## config.mk

```make
export PLATFORM = sky130hd
export DESIGN_NAME = sso_unit
export DESIGN_NICKNAME = d
export VERILOG_FILES = /design/src/shared/sso_pkg.sv /design/src/hdl/sso_unit.sv
export SDC_FILE = /design/constraint.sdc
export NUM_CORES = 2
export LEC_CHECK = 0
export BUFFER_PORTS_ARGS = -buffer_cell sky130_fd_sc_hd__buf_2
export CORE_ASPECT_RATIO = 1.5
export CORE_MARGIN = 5
export CORE_UTILIZATION = 35
export CTS_BUF_LIST = sky130_fd_sc_hd__clkbuf_16
export CTS_CLUSTER_DIAMETER = 100
export DETAILED_ROUTE_END_ITERATION = 10
export MAX_ROUTING_LAYER = met4
export PLACE_DENSITY = 0.48
export SETUP_SLACK_MARGIN = 0.1
export SYNTH_ARGS = -nofsm -noshare
export SYNTH_HDL_FRONTEND = slang
export SYNTH_SLANG_ARGS = --single-unit
export TNS_END_PERCENT = 100
```

## constraint.sdc

```tcl
create_clock -name i_clk_sys -period 4.3 [get_ports i_clk_sys]
set_input_delay 0.86 -clock i_clk_sys [delete_from_list [all_inputs] [get_ports i_clk_sys]]
set_output_delay 0.86 -clock i_clk_sys [all_outputs]
set_load 0.02 [all_outputs]
```

## src/shared/sso_pkg.sv

```systemverilog
// Package: constants, types and field layouts for the stats/options unit
package sso_pkg;

  // ****************************************
  // Widths and counts
  // ****************************************
  localparam int unsigned NUM_IDS  = 16;
  localparam int unsigned CNT_W    = 32;
  localparam int unsigned ID_W     = 4;

  // ****************************************
  // Command codes and error codes
  // ****************************************
  localparam logic [7:0] CMD_EXT_UNIT_OPT = 8'h18;
  localparam logic [7:0] ADAPTER_BOARD_ID = 8'hFF;
  localparam logic [7:0] ERR_NONE         = 8'h00;
  localparam logic [7:0] ERR_BAD_UNIT     = 8'h02;
  localparam logic [7:0] ERR_RECONN_TMO   = 8'h1F;

  // ****************************************
  // Options structure word offsets (bytes)
  // ****************************************
  localparam logic [31:0] OPT_OFS_W0 = 32'h0000_0000;
  localparam logic [31:0] OPT_OFS_W1 = 32'h0000_0004;
  localparam logic [31:0] OPT_OFS_W2 = 32'h0000_0008;

  // Retry control bit positions
  localparam int unsigned RC_BUS_BIT = 4;
  localparam int unsigned RC_BAD_BIT = 3;
  localparam int unsigned RC_PAR_BIT = 2;
  localparam int unsigned RC_ISB_BIT = 1;
  localparam int unsigned RC_INT_BIT = 0;

  // ****************************************
  // Timing
  // ****************************************
  localparam int unsigned CLK_HZ        = 100_000_000;
  localparam int unsigned TICK_MS       = 100;
  localparam int unsigned TICK_CYCLES   = CLK_HZ / 1000 * TICK_MS;

  // ****************************************
  // Register map (APB byte addresses)
  // ****************************************
  localparam logic [11:0] A_TOTAL   = 12'h000;
  localparam logic [11:0] A_BADST   = 12'h004;
  localparam logic [11:0] A_PARITY  = 12'h008;
  localparam logic [11:0] A_TSEL    = 12'h00C;
  localparam logic [11:0] A_CTRL    = 12'h010;
  localparam logic [11:0] A_STATUS  = 12'h014;
  localparam logic [11:0] A_UNITCFG = 12'h018;
  localparam logic [11:0] A_TGT_CMD = 12'h100;
  localparam logic [11:0] A_TGT_QF  = 12'h140;
  localparam logic [11:0] A_TGT_MQ  = 12'h180;
  localparam logic [11:0] A_TGT_END = 12'h1C0;
  localparam logic [31:0] RD_ZERO   = 32'h0000_0000;

  // ****************************************
  // Carriers
  // ****************************************
  typedef struct packed {
    logic [7:0]  cmd;
    logic [7:0]  adapter;
    logic [7:0]  am;
    logic [31:0] tag;
    logic [31:0] addr;
  } sso_pblk_t;

  typedef struct packed {
    logic [31:0] tag;
    logic [7:0]  err;
    logic        irq;
  } sso_sblk_t;

  typedef struct packed {
    logic        done;
    logic        bad_status;
    logic        parity_err;
    logic        bus_err;
    logic        queue_full;
  } sso_cmd_res_t;

  typedef enum logic [5:0] {
    ST_IDLE  = 6'b000001,
    ST_RD_W0 = 6'b000010,
    ST_RD_W1 = 6'b000100,
    ST_RD_W2 = 6'b001000,
    ST_CHECK = 6'b010000,
    ST_POST  = 6'b100000
  } sso_state_t;

endpackage

```

## src/hdl/sso_unit.sv

```systemverilog
// Statistics counters and per-unit options command engine
`timescale 1ns/1ps
// ****************************************
// Behaviour
// - Count all processed commands, clear on reset
// - Count non-Good completion statuses
// - Count detected SCSI parity errors
// - Count selections while acting as target
// - Per-target command count, own ID zero
// - Per-target Queue Full count
// - Per-target peak outstanding queue depth
// - Code 18H with adapter FFH selects options
// - Copy command tag into status block
// - Drive fetch address modifier from block
// - Options words at 00H, 04H, 08H
// - Unit ID equal own ID gives 02H
// - Reconnect timer 100 ms steps, pulses o_reconn_tmo
// - Zero disconnect time-out disables timer
// - Retries bounded by limit, count cleared when no retry
// - Zero retry limit means no retries
// - Retry control bit layout, 7..5 zero
// - Per-retry status block only when enabled
// - Retry interrupt bit unused, status irq always zero
// - Parity retry only when enabled
// - Bad-status retry only when enabled
// - Bus-error retry only when enabled
// - Counters clear on reset or wipe only
// ****************************************
module sso_unit #(
  parameter int unsigned TICK_CYC = sso_pkg::TICK_CYCLES
) (
  // Clock and reset
  input  wire logic                 i_clk_sys,
  input  wire logic                 i_srst,
  // APB slave
  input  wire logic                 i_psel,
  input  wire logic                 i_penable,
  input  wire logic                 i_pwrite,
  input  wire logic [11:0]          i_paddr,
  input  wire logic [31:0]          i_pwdata,
  output logic                      o_pready,
  output logic [31:0]               o_prdata,
  output logic                      o_pslverr,
  // Command processing events
  input  wire logic                 i_cmd_valid,
  input  wire sso_pkg::sso_pblk_t   i_pblk,
  input  wire logic [3:0]           i_cmd_target,
  input  wire logic                 i_cmd_to_target,
  input  wire sso_pkg::sso_cmd_res_t i_res,
  input  wire logic [3:0]           i_res_target,
  input  wire logic                 i_tgt_selected,
  input  wire logic [7:0]           i_queue_depth,
  input  wire logic                 i_disc_wait,
  input  wire logic                 i_reconnect,
  // Memory fetch port
  output logic                      o_mem_req,
  output logic [31:0]               o_mem_addr,
  output logic [7:0]                o_mem_am,
  input  wire logic                 i_mem_ack,
  input  wire logic [31:0]          i_mem_rdata,
  // Status block, retry decisions and reconnect time-out
  output sso_pkg::sso_sblk_t        o_sblk,
  output logic                      o_sblk_valid,
  output logic                      o_retry,
  output logic                      o_retry_sblk,
  output logic                      o_reconn_tmo
);
  import sso_pkg::*;

  // ****************************************
  // Counter storage
  // ****************************************
  logic [CNT_W-1:0] total_q, total_d;
  logic [CNT_W-1:0] badst_q, badst_d;
  logic [CNT_W-1:0] par_q, par_d;
  logic [CNT_W-1:0] tsel_q, tsel_d;
  logic [CNT_W-1:0] tcmd_q [NUM_IDS];
  logic [CNT_W-1:0] tcmd_d [NUM_IDS];
  logic [CNT_W-1:0] tqf_q  [NUM_IDS];
  logic [CNT_W-1:0] tqf_d  [NUM_IDS];
  logic [7:0]       tmq_q  [NUM_IDS];
  logic [7:0]       tmq_d  [NUM_IDS];
  logic [ID_W-1:0]  own_id_q, own_id_d;
  logic             wipe;
  logic             apb_wr;

  // Saturating increment keeps long runs from wrapping to small values
  function automatic logic [CNT_W-1:0] sat_inc(input logic [CNT_W-1:0] v);
    sat_inc = (&v) ? v : v + 1'b1;
  endfunction

  // Writes land only at the edge where the master sees pready high
  assign apb_wr = i_psel && i_penable && i_pwrite && rdy_q;
  assign wipe   = apb_wr && (i_paddr == A_CTRL) && i_pwdata[0];

  // Global counters next state
  always_comb begin
    total_d  = total_q;
    badst_d  = badst_q;
    par_d    = par_q;
    tsel_d   = tsel_q;
    own_id_d = own_id_q;
    if (apb_wr && (i_paddr == A_CTRL)) begin
      own_id_d = i_pwdata[11:8];
    end
    if (wipe) begin
      total_d = '0;
      badst_d = '0;
      par_d   = '0;
      tsel_d  = '0;
    end else begin
      if (i_cmd_valid) total_d = sat_inc(total_q);
      if (i_res.done && i_res.bad_status) begin
        badst_d = sat_inc(badst_q);
      end
      if (i_res.done && i_res.parity_err) par_d = sat_inc(par_q);
      if (i_tgt_selected) tsel_d = sat_inc(tsel_q);
    end
  end

  // Per-target counters, one slice per SCSI ID
  for (genvar g = 0; g < NUM_IDS; g++) begin : g_tgt
    always_comb begin
      tcmd_d[g] = tcmd_q[g];
      tqf_d[g]  = tqf_q[g];
      tmq_d[g]  = tmq_q[g];
      if (wipe) begin
        tcmd_d[g] = '0;
        tqf_d[g]  = '0;
        tmq_d[g]  = '0;
      end else begin
        if (i_cmd_valid && i_cmd_to_target && i_cmd_target == g
            && own_id_q != g) begin
          tcmd_d[g] = sat_inc(tcmd_q[g]);
        end
        if (i_res.done && i_res.queue_full && i_res_target == g) begin
          tqf_d[g] = sat_inc(tqf_q[g]);
        end
        if (i_res_target == g && i_queue_depth > tmq_q[g]) begin
          tmq_d[g] = i_queue_depth;
        end
      end
    end
    always_ff @(posedge i_clk_sys) begin
      if (i_srst) begin
        tcmd_q[g] <= '0;
        tqf_q[g]  <= '0;
        tmq_q[g]  <= '0;
      end else begin
        tcmd_q[g] <= tcmd_d[g];
        tqf_q[g]  <= tqf_d[g];
        tmq_q[g]  <= tmq_d[g];
      end
    end
  end

  // Global counter registers
  always_ff @(posedge i_clk_sys) begin
    if (i_srst) begin
      total_q  <= '0;
      badst_q  <= '0;
      par_q    <= '0;
      tsel_q   <= '0;
      own_id_q <= '0;
    end else begin
      total_q  <= total_d;
      badst_q  <= badst_d;
      par_q    <= par_d;
      tsel_q   <= tsel_d;
      own_id_q <= own_id_d;
    end
  end

  // ****************************************
  // Options fetch engine
  // ****************************************
  sso_state_t   st_q, st_d;
  logic [31:0]  tag_q, tag_d, base_q, base_d;
  logic [7:0]   am_q, am_d;
  logic [15:0]  dto_q, dto_d;
  logic [3:0]   uid_q, uid_d;
  logic [7:0]   rctl_q, rctl_d, rlim_q, rlim_d;
  logic         req_q, req_d;
  logic [31:0]  maddr_q, maddr_d;
  sso_sblk_t    sb_q, sb_d;
  logic         sbv_q, sbv_d;
  logic         hit;

  assign hit = i_cmd_valid && (i_pblk.cmd == CMD_EXT_UNIT_OPT)
               && (i_pblk.adapter == ADAPTER_BOARD_ID);

  // Fetch sequence next state
  always_comb begin
    st_d    = st_q;
    tag_d   = tag_q;
    base_d  = base_q;
    am_d    = am_q;
    dto_d   = dto_q;
    uid_d   = uid_q;
    rctl_d  = rctl_q;
    rlim_d  = rlim_q;
    req_d   = req_q;
    maddr_d = maddr_q;
    sb_d    = sb_q;
    sbv_d   = 1'b0;
    case (st_q)
      ST_IDLE: begin
        if (hit) begin
          tag_d   = i_pblk.tag;
          base_d  = i_pblk.addr;
          am_d    = i_pblk.am;
          maddr_d = i_pblk.addr + OPT_OFS_W0;
          req_d   = 1'b1;
          st_d    = ST_RD_W0;
        end
      end
      ST_RD_W0: begin
        if (i_mem_ack) begin
          dto_d   = i_mem_rdata[31:16];
          uid_d   = i_mem_rdata[11:8];
          maddr_d = base_q + OPT_OFS_W1;
          st_d    = ST_RD_W1;
        end
      end
      ST_RD_W1: begin
        if (i_mem_ack) begin
          rctl_d  = {3'b000, i_mem_rdata[12:8]};
          rlim_d  = i_mem_rdata[7:0];
          maddr_d = base_q + OPT_OFS_W2;
          st_d    = ST_RD_W2;
        end
      end
      ST_RD_W2: begin
        // Sense fields are handled elsewhere; only the word is consumed
        if (i_mem_ack) begin
          req_d = 1'b0;
          st_d  = ST_CHECK;
        end
      end
      ST_CHECK: begin
        sb_d.tag = tag_q;
        sb_d.irq = 1'b0;
        sb_d.err = (uid_q == own_id_q) ? ERR_BAD_UNIT : ERR_NONE;
        st_d     = ST_POST;
      end
      ST_POST: begin
        sbv_d = 1'b1;
        st_d  = ST_IDLE;
      end
      default: st_d = ST_IDLE;
    endcase
  end

  always_ff @(posedge i_clk_sys) begin
    if (i_srst) begin
      st_q    <= ST_IDLE;
      tag_q   <= '0;
      base_q  <= '0;
      am_q    <= '0;
      dto_q   <= '0;
      uid_q   <= '0;
      rctl_q  <= '0;
      rlim_q  <= '0;
      req_q   <= 1'b0;
      maddr_q <= '0;
      sb_q    <= '0;
      sbv_q   <= 1'b0;
    end else begin
      st_q    <= st_d;
      tag_q   <= tag_d;
      base_q  <= base_d;
      am_q    <= am_d;
      dto_q   <= dto_d;
      uid_q   <= uid_d;
      rctl_q  <= rctl_d;
      rlim_q  <= rlim_d;
      req_q   <= req_d;
      maddr_q <= maddr_d;
      sb_q    <= sb_d;
      sbv_q   <= sbv_d;
    end
  end

  // ****************************************
  // Retry decision and reconnect timer
  // ****************************************
  logic [7:0]  rcnt_q, rcnt_d;
  logic        rty_q, rty_d, rsb_q, rsb_d;
  logic [31:0] tick_q, tick_d;
  logic [15:0] steps_q, steps_d;
  logic        tmo_q, tmo_d;
  logic        err_ok;

  // Each error class retries only when its own enable is set
  assign err_ok = (i_res.parity_err && rctl_q[RC_PAR_BIT])
               || (i_res.bad_status && rctl_q[RC_BAD_BIT])
               || (i_res.bus_err    && rctl_q[RC_BUS_BIT]);

  always_comb begin
    rcnt_d  = rcnt_q;
    rty_d   = 1'b0;
    rsb_d   = 1'b0;
    tick_d  = tick_q;
    steps_d = steps_q;
    tmo_d   = 1'b0;
    if (i_cmd_valid && !hit) rcnt_d = '0;
    if (i_res.done) begin
      if (err_ok && rcnt_q < rlim_q) begin
        rty_d  = 1'b1;
        rcnt_d = rcnt_q + 1'b1;
        rsb_d  = rctl_q[RC_ISB_BIT];
      end else begin
        rcnt_d = '0;
      end
    end
    // Timer idles outside a disconnect; zero limit never expires
    if (!i_disc_wait || i_reconnect || dto_q == '0) begin
      tick_d  = '0;
      steps_d = '0;
    end else if (tick_q == TICK_CYC - 1) begin
      tick_d  = '0;
      steps_d = steps_q + 1'b1;
      tmo_d   = (steps_q + 1'b1) == dto_q;
    end else begin
      tick_d = tick_q + 1'b1;
    end
  end

  always_ff @(posedge i_clk_sys) begin
    if (i_srst) begin
      rcnt_q  <= '0;
      rty_q   <= 1'b0;
      rsb_q   <= 1'b0;
      tick_q  <= '0;
      steps_q <= '0;
      tmo_q   <= 1'b0;
    end else begin
      rcnt_q  <= rcnt_d;
      rty_q   <= rty_d;
      rsb_q   <= rsb_d;
      tick_q  <= tick_d;
      steps_q <= steps_d;
      tmo_q   <= tmo_d;
    end
  end

  // ****************************************
  // APB read path
  // ****************************************
  logic [31:0] rd_d, rd_q;
  logic        rdy_q, err_d, err_q;
  logic [3:0]  ix;
  assign ix = i_paddr[5:2];

  // Address decode; unmapped reads return zero with slave error
  always_comb begin
    rd_d  = RD_ZERO;
    err_d = 1'b0;
    if (i_paddr == A_TOTAL) rd_d = total_q;
    else if (i_paddr == A_BADST) rd_d = badst_q;
    else if (i_paddr == A_PARITY) rd_d = par_q;
    else if (i_paddr == A_TSEL) rd_d = tsel_q;
    else if (i_paddr == A_CTRL) rd_d = {20'h0_0000, own_id_q, 8'h00};
    else if (i_paddr == A_STATUS) rd_d = {26'h000_0000, st_q};
    else if (i_paddr == A_UNITCFG) rd_d = {dto_q, rctl_q, rlim_q};
    else if (i_paddr >= A_TGT_CMD && i_paddr < A_TGT_QF) rd_d = tcmd_q[ix];
    else if (i_paddr >= A_TGT_QF && i_paddr < A_TGT_MQ) rd_d = tqf_q[ix];
    else if (i_paddr >= A_TGT_MQ && i_paddr < A_TGT_END) begin
      rd_d = {24'h00_0000, tmq_q[ix]};
    end else err_d = 1'b1;
  end

  // Single wait state: ready the cycle after penable rises
  always_ff @(posedge i_clk_sys) begin
    if (i_srst) begin
      rdy_q <= 1'b0;
      rd_q  <= '0;
      err_q <= 1'b0;
    end else begin
      rdy_q <= i_psel && i_penable && !rdy_q;
      rd_q  <= rd_d;
      err_q <= err_d && i_psel && i_penable;
    end
  end

  assign o_pready     = rdy_q;
  assign o_prdata     = rd_q;
  assign o_pslverr    = err_q;
  assign o_mem_req    = req_q;
  assign o_mem_addr   = maddr_q;
  assign o_mem_am     = am_q;
  assign o_sblk       = sb_q;
  assign o_sblk_valid = sbv_q;
  assign o_retry      = rty_q;
  assign o_retry_sblk = rsb_q;
  assign o_reconn_tmo = tmo_q;

  // One check per ID keeps the index constant inside $past
  for (genvar h = 0; h < NUM_IDS; h++) begin : g_own_chk

  end
endmodule

```

Word-level counts from Yosys, hierarchy flattened
Memories as Yosys holds them, arrays and structs flattened.
Cells that the tools add are included.
{"block": "op_classes", "add_sub_neg": 41, "magnitude_cmp": 23, "eq_ne": 66, "n_mux": 217, "bitwise": 55, "n_reduce_logical": 153}
{"op": "two-way mux 32 bit", "count": 140}
{"op": "adder 32 x 1 -> 32 bit (second input constant)", "count": 37}
{"op": "AND reduction 32 bit", "count": 36}
{"op": "two-way mux 8 bit", "count": 52}
{"op": "> comparator 8 bit", "count": 16}
{"op": "one-hot mux 32 bit (3 select lines)", "count": 1}
{"op": "logical AND 1 bit", "count": 86}
{"op": "== test 4 bit (second input constant)", "count": 16}
{"op": "bitwise OR 1 bit", "count": 48}
{"op": "== test 12 x 5 -> 1 bit (second input constant)", "count": 3}
{"op": ">= comparator 12 x 9 -> 1 bit (second input constant)", "count": 3}
{"op": "less-than comparator 12 x 9 -> 1 bit (second input constant)", "count": 3}
{"op": "adder 32 x 3 -> 32 bit (second input constant)", "count": 1}
{"op": "adder 32 x 4 -> 32 bit (second input constant)", "count": 1}
{"op": "== test 32 x 24 -> 1 bit (second input constant)", "count": 1}
{"op": "== test 4 x 3 -> 1 bit (second input constant)", "count": 8}
{"op": "inequality test 4 bit (second input constant)", "count": 8}
{"op": "one-hot mux 6 bit (5 select lines)", "count": 1}
{"op": "== test 12 x 4 -> 1 bit (second input constant)", "count": 2}
{"op": "two-way mux 6 bit", "count": 4}
{"op": "two-way mux 1 bit", "count": 17}
{"op": "adder 16 x 1 -> 16 bit (second input constant)", "count": 1}
{"op": "== test 16 bit", "count": 1}
{"op": "== test 4 x 2 -> 1 bit (second input constant)", "count": 4}
{"op": "other kinds (33)", "count": 65}
{"block": "word_totals", "register_bits": 410, "ram_bits": 1152, "in_bits": 196, "out_inout_bits": 120, "elab_cells": 585, "memories": 3}
{"name": "tcmd_q", "depth": 16, "width": 32, "read_ports": 17, "rd_ports_with_merged_regs": 0, "write_ports": 16, "line_no": "sso_unit.sv:77", "rtl": "logic [CNT_W-1:0] tcmd_q [NUM_IDS];"}
{"name": "tqf_q", "depth": 16, "width": 32, "read_ports": 17, "rd_ports_with_merged_regs": 0, "write_ports": 16, "line_no": "sso_unit.sv:79", "rtl": "logic [CNT_W-1:0] tqf_q [NUM_IDS];"}
{"name": "tmq_q", "depth": 16, "width": 8, "read_ports": 17, "rd_ports_with_merged_regs": 0, "write_ports": 16, "line_no": "sso_unit.sv:81", "rtl": "logic [7:0] tmq_q [NUM_IDS];"}

Depth between registers and ports, before layout
{"block": "logic_depth", "ltp_word": 14, "depth_mapped": 13, "depth_no_buf": 10}

Worst setup path before layout
OpenSTA, ideal clock, no wires.
{"block": "synth_timing", "path_type": "input to register", "start": "in i_paddr[2]", "end": "reg rd_q[20] (netlist: o_prdata[20])", "setup_time_ns": 0.137, "arrival_ns": 2.966, "t_required_ns": 4.163, "setup_slack_ns": 1.197, "path_stages": 7, "path_buffers": 2, "path_cell_list": "buf_2 > clkbuf_1 > mux4_2 > mux4_2 > a22o_1 > a211oi_1 > a211oi_1"}
{"block": "synth_between", "elab_chain_cells": 11, "word_cells_on_any_way": 24, "cone_classes": "order compare (4); eq/ne (6); mux (9); reduce/logical (3); memory (2)"}
{"element": "start: declaration", "line_no": "sso_unit.sv:39", "rtl": "input wire logic [11:0] i_paddr,"}
{"element": ">= comparator 12 x 9 -> 1 bit / less-than comparator 12 x 9 -> 1 bit (equally long branches)", "line_no": "sso_unit.sv:367", "rtl": "else if (i_paddr >= A_TGT_QF && i_paddr < A_TGT_MQ) rd_d = tqf_q[ix];"}
{"element": "logical AND 1 bit", "line_no": "sso_unit.sv:367"}
{"element": "two-way mux 32 bit", "line_no": "sso_unit.sv:367"}
{"element": "two-way mux 32 bit", "line_no": "sso_unit.sv:366", "rtl": "else if (i_paddr >= A_TGT_CMD && i_paddr < A_TGT_QF) rd_d = tcmd_q[ix];"}
{"element": "two-way mux 32 bit", "line_no": "sso_unit.sv:365", "rtl": "else if (i_paddr == A_UNITCFG) rd_d = {dto_q, rctl_q, rlim_q};"}
{"element": "two-way mux 32 bit", "line_no": "sso_unit.sv:364", "rtl": "else if (i_paddr == A_STATUS) rd_d = {26'h000_0000, st_q};"}
{"element": "two-way mux 32 bit", "line_no": "sso_unit.sv:363", "rtl": "else if (i_paddr == A_CTRL) rd_d = {20'h0_0000, own_id_q, 8'h00};"}
{"element": "two-way mux 32 bit", "line_no": "sso_unit.sv:362", "rtl": "else if (i_paddr == A_TSEL) rd_d = tsel_q;"}
{"element": "two-way mux 32 bit", "line_no": "sso_unit.sv:361", "rtl": "else if (i_paddr == A_PARITY) rd_d = par_q;"}
{"element": "two-way mux 32 bit", "line_no": "sso_unit.sv:360", "rtl": "else if (i_paddr == A_BADST) rd_d = badst_q;"}
{"element": "two-way mux 32 bit *", "line_no": "sso_unit.sv:359", "rtl": "if (i_paddr == A_TOTAL) rd_d = total_q;"}
{"element": "end signal: assignment", "line_no": "sso_unit.sv:381", "rtl": "rd_q <= rd_d;"}
{"element": "end: declaration", "line_no": "sso_unit.sv:350", "rtl": "logic [31:0] rd_d, rd_q;"}
Mark *: on every way between the ends. The rest lies on a longest branch, timed or not.
A chain may end at the register's enable or synchronous reset.

==> impl_summary.txt <==
----------------------------------------------------
[Setup path]
  Worst r2r path cells ... 7
  Maximum fanout count along the critical path ... 15
  Crit end category ... flop
  RR Startpoint ... tqf_q[12][9]
  Startpoint type of the worst setup path ... flop
  Required time at the endpoint of the critical path ... about 5000 ps
  Flop2flop setup slack ... between 1000 and 1500 ps
  Worst r2r dst ... tqf_q[12][16]
  Crit path arrival time ... between 3000 and 4000 ps
  Class of the most critical setup path ... flop to flop

[Layout]
  Number of filler cells placed in the layout ... between 20000 and 25000
  Fraction of layout instances using a drive strength above 1 ... about an eighth
  Number of nets in the layout ... 10400
  Area growth, synth to finish ... 13.1%

[Clock network]
  Number of buffers inserted during clock tree synthesis ... approximately 180
  Buffers inserted by post-CTS timing repair ... 0
  TritonCTS Sinks ... between 1500 and 2000
  Clock insertion delay at the later pin of the skew report ... about 860 ps
  Number of H-tree levels ... 4
  Number of instances resized during post-cts repair ... 0
  Clock Root Buffer ... sky130_fd_sc_hd__clkbuf_16
  TritonCTS clock tree ... built
  Hold-fix buffer count after cts ... 0
  Clock-pin slew on the worst setup and hold paths ... roughly 70 ps
  Bufs on Longest Clock Path ... 4

[Synthesis]
  Post-synth top cells ... sky130_fd_sc_hd__dfxtp_1 (1555), sky130_fd_sc_hd__nor2_1 (1224), sky130_fd_sc_hd__nand2_1 (940), sky130_fd_sc_hd__nand3_1 (526), sky130_fd_sc_hd__xor2_1 (512)
  Synth area leaders ... sky130_fd_sc_hd__dfxtp_1 (37%), sky130_fd_sc_hd__mux4_2 (8.7%), sky130_fd_sc_hd__nor2_1 (5.4%)
  Seq/Total Area, Yosys ... between 30% and 40%
  Post-synth top area cell ... sky130_fd_sc_hd__dfxtp_1
  Count of unique library cells instantiated by Yosys ... around 100
  Leading cell type by number of instances after synthesis ... sky130_fd_sc_hd__dfxtp_1
  Number of synthesized flops with an enable pin ... 0
  Flip-flop and latch count after synthesis ... between 1500 and 2000
  Synth async-reset ratio ... 0%
  Avg Inst Size Synth ... just under 9 um2
  Post-synth top area share ... ~37%
  Syn. warnings ... 0
  Count of mapped cells out of synthesis ... ~9800
  Main synth FF type ... sky130_fd_sc_hd__dfxtp_1
  Area of the mapped netlist ... ~0.085 mm2

[Hold path]
  Worst hold path endpoint ... o_mem_am[4]
  Hold/Removal Path Class ... input port to flop
  Hold Startpoint ... i_pblk[68]
  Instance count along the most critical hold path ... 3

[Floorplanning]
  Initial cell density of the core ... 35.1%
  Area of the core region ... approximately 0.24 mm2
  Die boundary height ... 614 um
  Std cell rows ... 222
  Die Area ... 0.254 mm2
  # IOs ... 316
  Width of the die ... a little over 400 um

[Power and ir drop]
  IR Drop Worst-Case VDD ... roughly 0.27 mV
  Proportion of power drawn by flip-flops and latches ... 46.7%
  Clock power share ... a little under half
  Switching part of the total ... roughly 25%
  Total power density per cell area ... between 300 and 400 mW/mm2
  Static leakage ... 32.7 nW
  Switching Power ... between 7 and 8 mW
  Fraction of power consumed by combinational cells ... under 10%
  Internal power ... between 20 and 25 mW
  Final Total Pwr ... between 30 and 40 mW

[Route]
  Total vias in the final route ... 76000
  Iteration count of the initial detailed-routing pass ... 7
  Drt total wl ... around 320000 um
  Detailed router's first-iteration violation count ... 5815
  Average detailed-routed wire length per instance ... 24.3 um
  Vias per Instance ... 5.68
  DRC Markers ... 0
  Post-detailed-route count of antenna-violating nets ... 0

[Place]
  Global placer's final weighted congestion ... ~0.94
  Port Buf Inserts ... 277
  DP Wirelength ... approximately 250000 um

[GRT]
  Via count of the first global-routing pass ... approximately 73000
  First-pass GRT wire length ... 478000 um
  Maximum number of pins on one net before global-route repair ... 142
  Overall fraction of global-route tracks in use ... between 20% and 30%
  Antenna violations before repair ... 13
  GRT overflow ... 0

[STA]
  Setup Skew ... between 70 and 80 ps
  Unrepaired setup endpoints after global routing ... false
  Final count of negative-setup-slack endpoints ... 0
  Clock period minus final worst setup slack ... 3110 ps
  Fmax achieved ... roughly 0.32 GHz
  Final count of hold timing violations ... 0
  Post-route clock period utilization ... ~72%
  Slew Limit Fails ... 0
  Worst-margin pin slew ... between 1000 and 1500 ps
  Setup Total Neg Slack ... 0 ps
  WHS ... about 250 ps
  Tightest slew margin relative to the limit ... between 20% and 30%

[Outcome]
  Outcome ... finished, final reports clean

[Run]
  Reported max-cap violation count ... 0

----------------------------------------------------
==> flip-flops by register name (all words and copies together) (netlist names), 4 cells and up <==
register,cells
tcmd_q,512
tqf_q,512
tmq_q,128
o_sblk,33
badst_q,32
base_q,32
o_mem_addr,32
o_prdata,32
par_q,32
tag_q,32
tick_q,32
total_q,32
tsel_q,32
dto_q,16
steps_q,16
o_mem_am,8
rcnt_q,8
rlim_q,8
st_q,6
rctl_q,5
own_id_q,4
uid_q,4
==> power groups by stage <==
stage	Clock, mW	Sequential [mW]	Combinational, mW
floorplan	0	14.8	1.04
global placement	0	14.9	1.72
detailed placement	0	14.9	1.73
CTS	15.2	14.5	1.73
global route	15.7	14.5	1.86
finish	14.9	14.5	1.72
==> critical path: stages, from the launching register on <==
cell	delay [ps]
sky130_fd_sc_hd__dfxtp_1	440
sky130_fd_sc_hd__nand4_1	330
sky130_fd_sc_hd__nor4_1	670
sky130_fd_sc_hd__nand4_1	630
sky130_fd_sc_hd__o211ai_1	410
sky130_fd_sc_hd__buf_4	260
sky130_fd_sc_hd__o21ai_0	120
sky130_fd_sc_hd__a21oi_1	130
==> routing by layer <==
layer	track usage [%]	part of all wire, %	vias up
met3	2.92	5.0	628
li1	-	-	35800
met1	28.9	39	37400
met2	43.5	49	2176
met5	-	0	-
met4	13.3	6.4	0
==> cells by family after synthesis <==
kind of cell,after synthesis,synth area share [%]
mux,526,11.1
buf+inv,795,3.94
xor+xnor,990,10.2
flops,1555,36.5
simple gates,4585,27.2
other cells,1,0.00440
fa+ha+maj,176,2.58
compound gates,1170,8.53
==> how the worst max path moves through the flow <==
stage	to	from	slack, ps	cells after the start
final	tqf_q[12][16]	tqf_q[12][9]	1190	7
after global routing	tqf_q[12][14]	tqf_q[12][9]	960	7
after CTS	tqf_q[12][16]	tqf_q[12][9]	1150	7
after detailed placement	tmq_q[0][0]	i_paddr[8]	480	9
after global placement	tmq_q[0][0]	i_paddr[8]	540	9
after floorplan	o_prdata[20]	i_paddr[2]	1200	7
==> cell type report <==
cell class,instances,area (um2),share of cell area (%)
repair buffers,547,3900,4.04
clock buffers,180,4500,4.67
multi-input cells,7455,50900,52.8
inverters,269,1010,1.05
flip-flops and latches,1555,31100,32.3
clock inverters,129,910,0.944
well taps,3248,4060,4.22
diodes,12,30.0,0.0312
==> layout by cell type (no fill, tap or decap), drive strengths merged, types with 153 or more instances in the layout <==
master	Yosys	routed
nor3	337	337
inv	266	311
mux4	330	330
nand3	527	527
xor2	512	512
nor4	167	167
o21ai	252	252
ha	176	176
dfxtp	1555	1555
nand2	945	945
and4	153	153
clkbuf	248	181
a21oi	440	440
mux2i	172	172
xnor2	478	478
nand4	452	452
or3	196	196
nor2	1224	1224
and3	224	224
buf	278	546
==> per-stage QoR <==
stage / worst slack (ps) / instances / instance area, um2 / util (%)
after floorplan: 1200 / 9805 / 85200 / -
after global routing: 962 / 13400 / 96400 / 39.7
after CTS: 1150 / 13400 / 96400 / 39.7
after global placement: 540 / 13100 / 91000 / 37.4
final: 1190 / 13400 / 96400 / 39.7
after detailed placement: 482 / 13100 / 91000 / 37.4
Power figures use the tool's default switching activity.
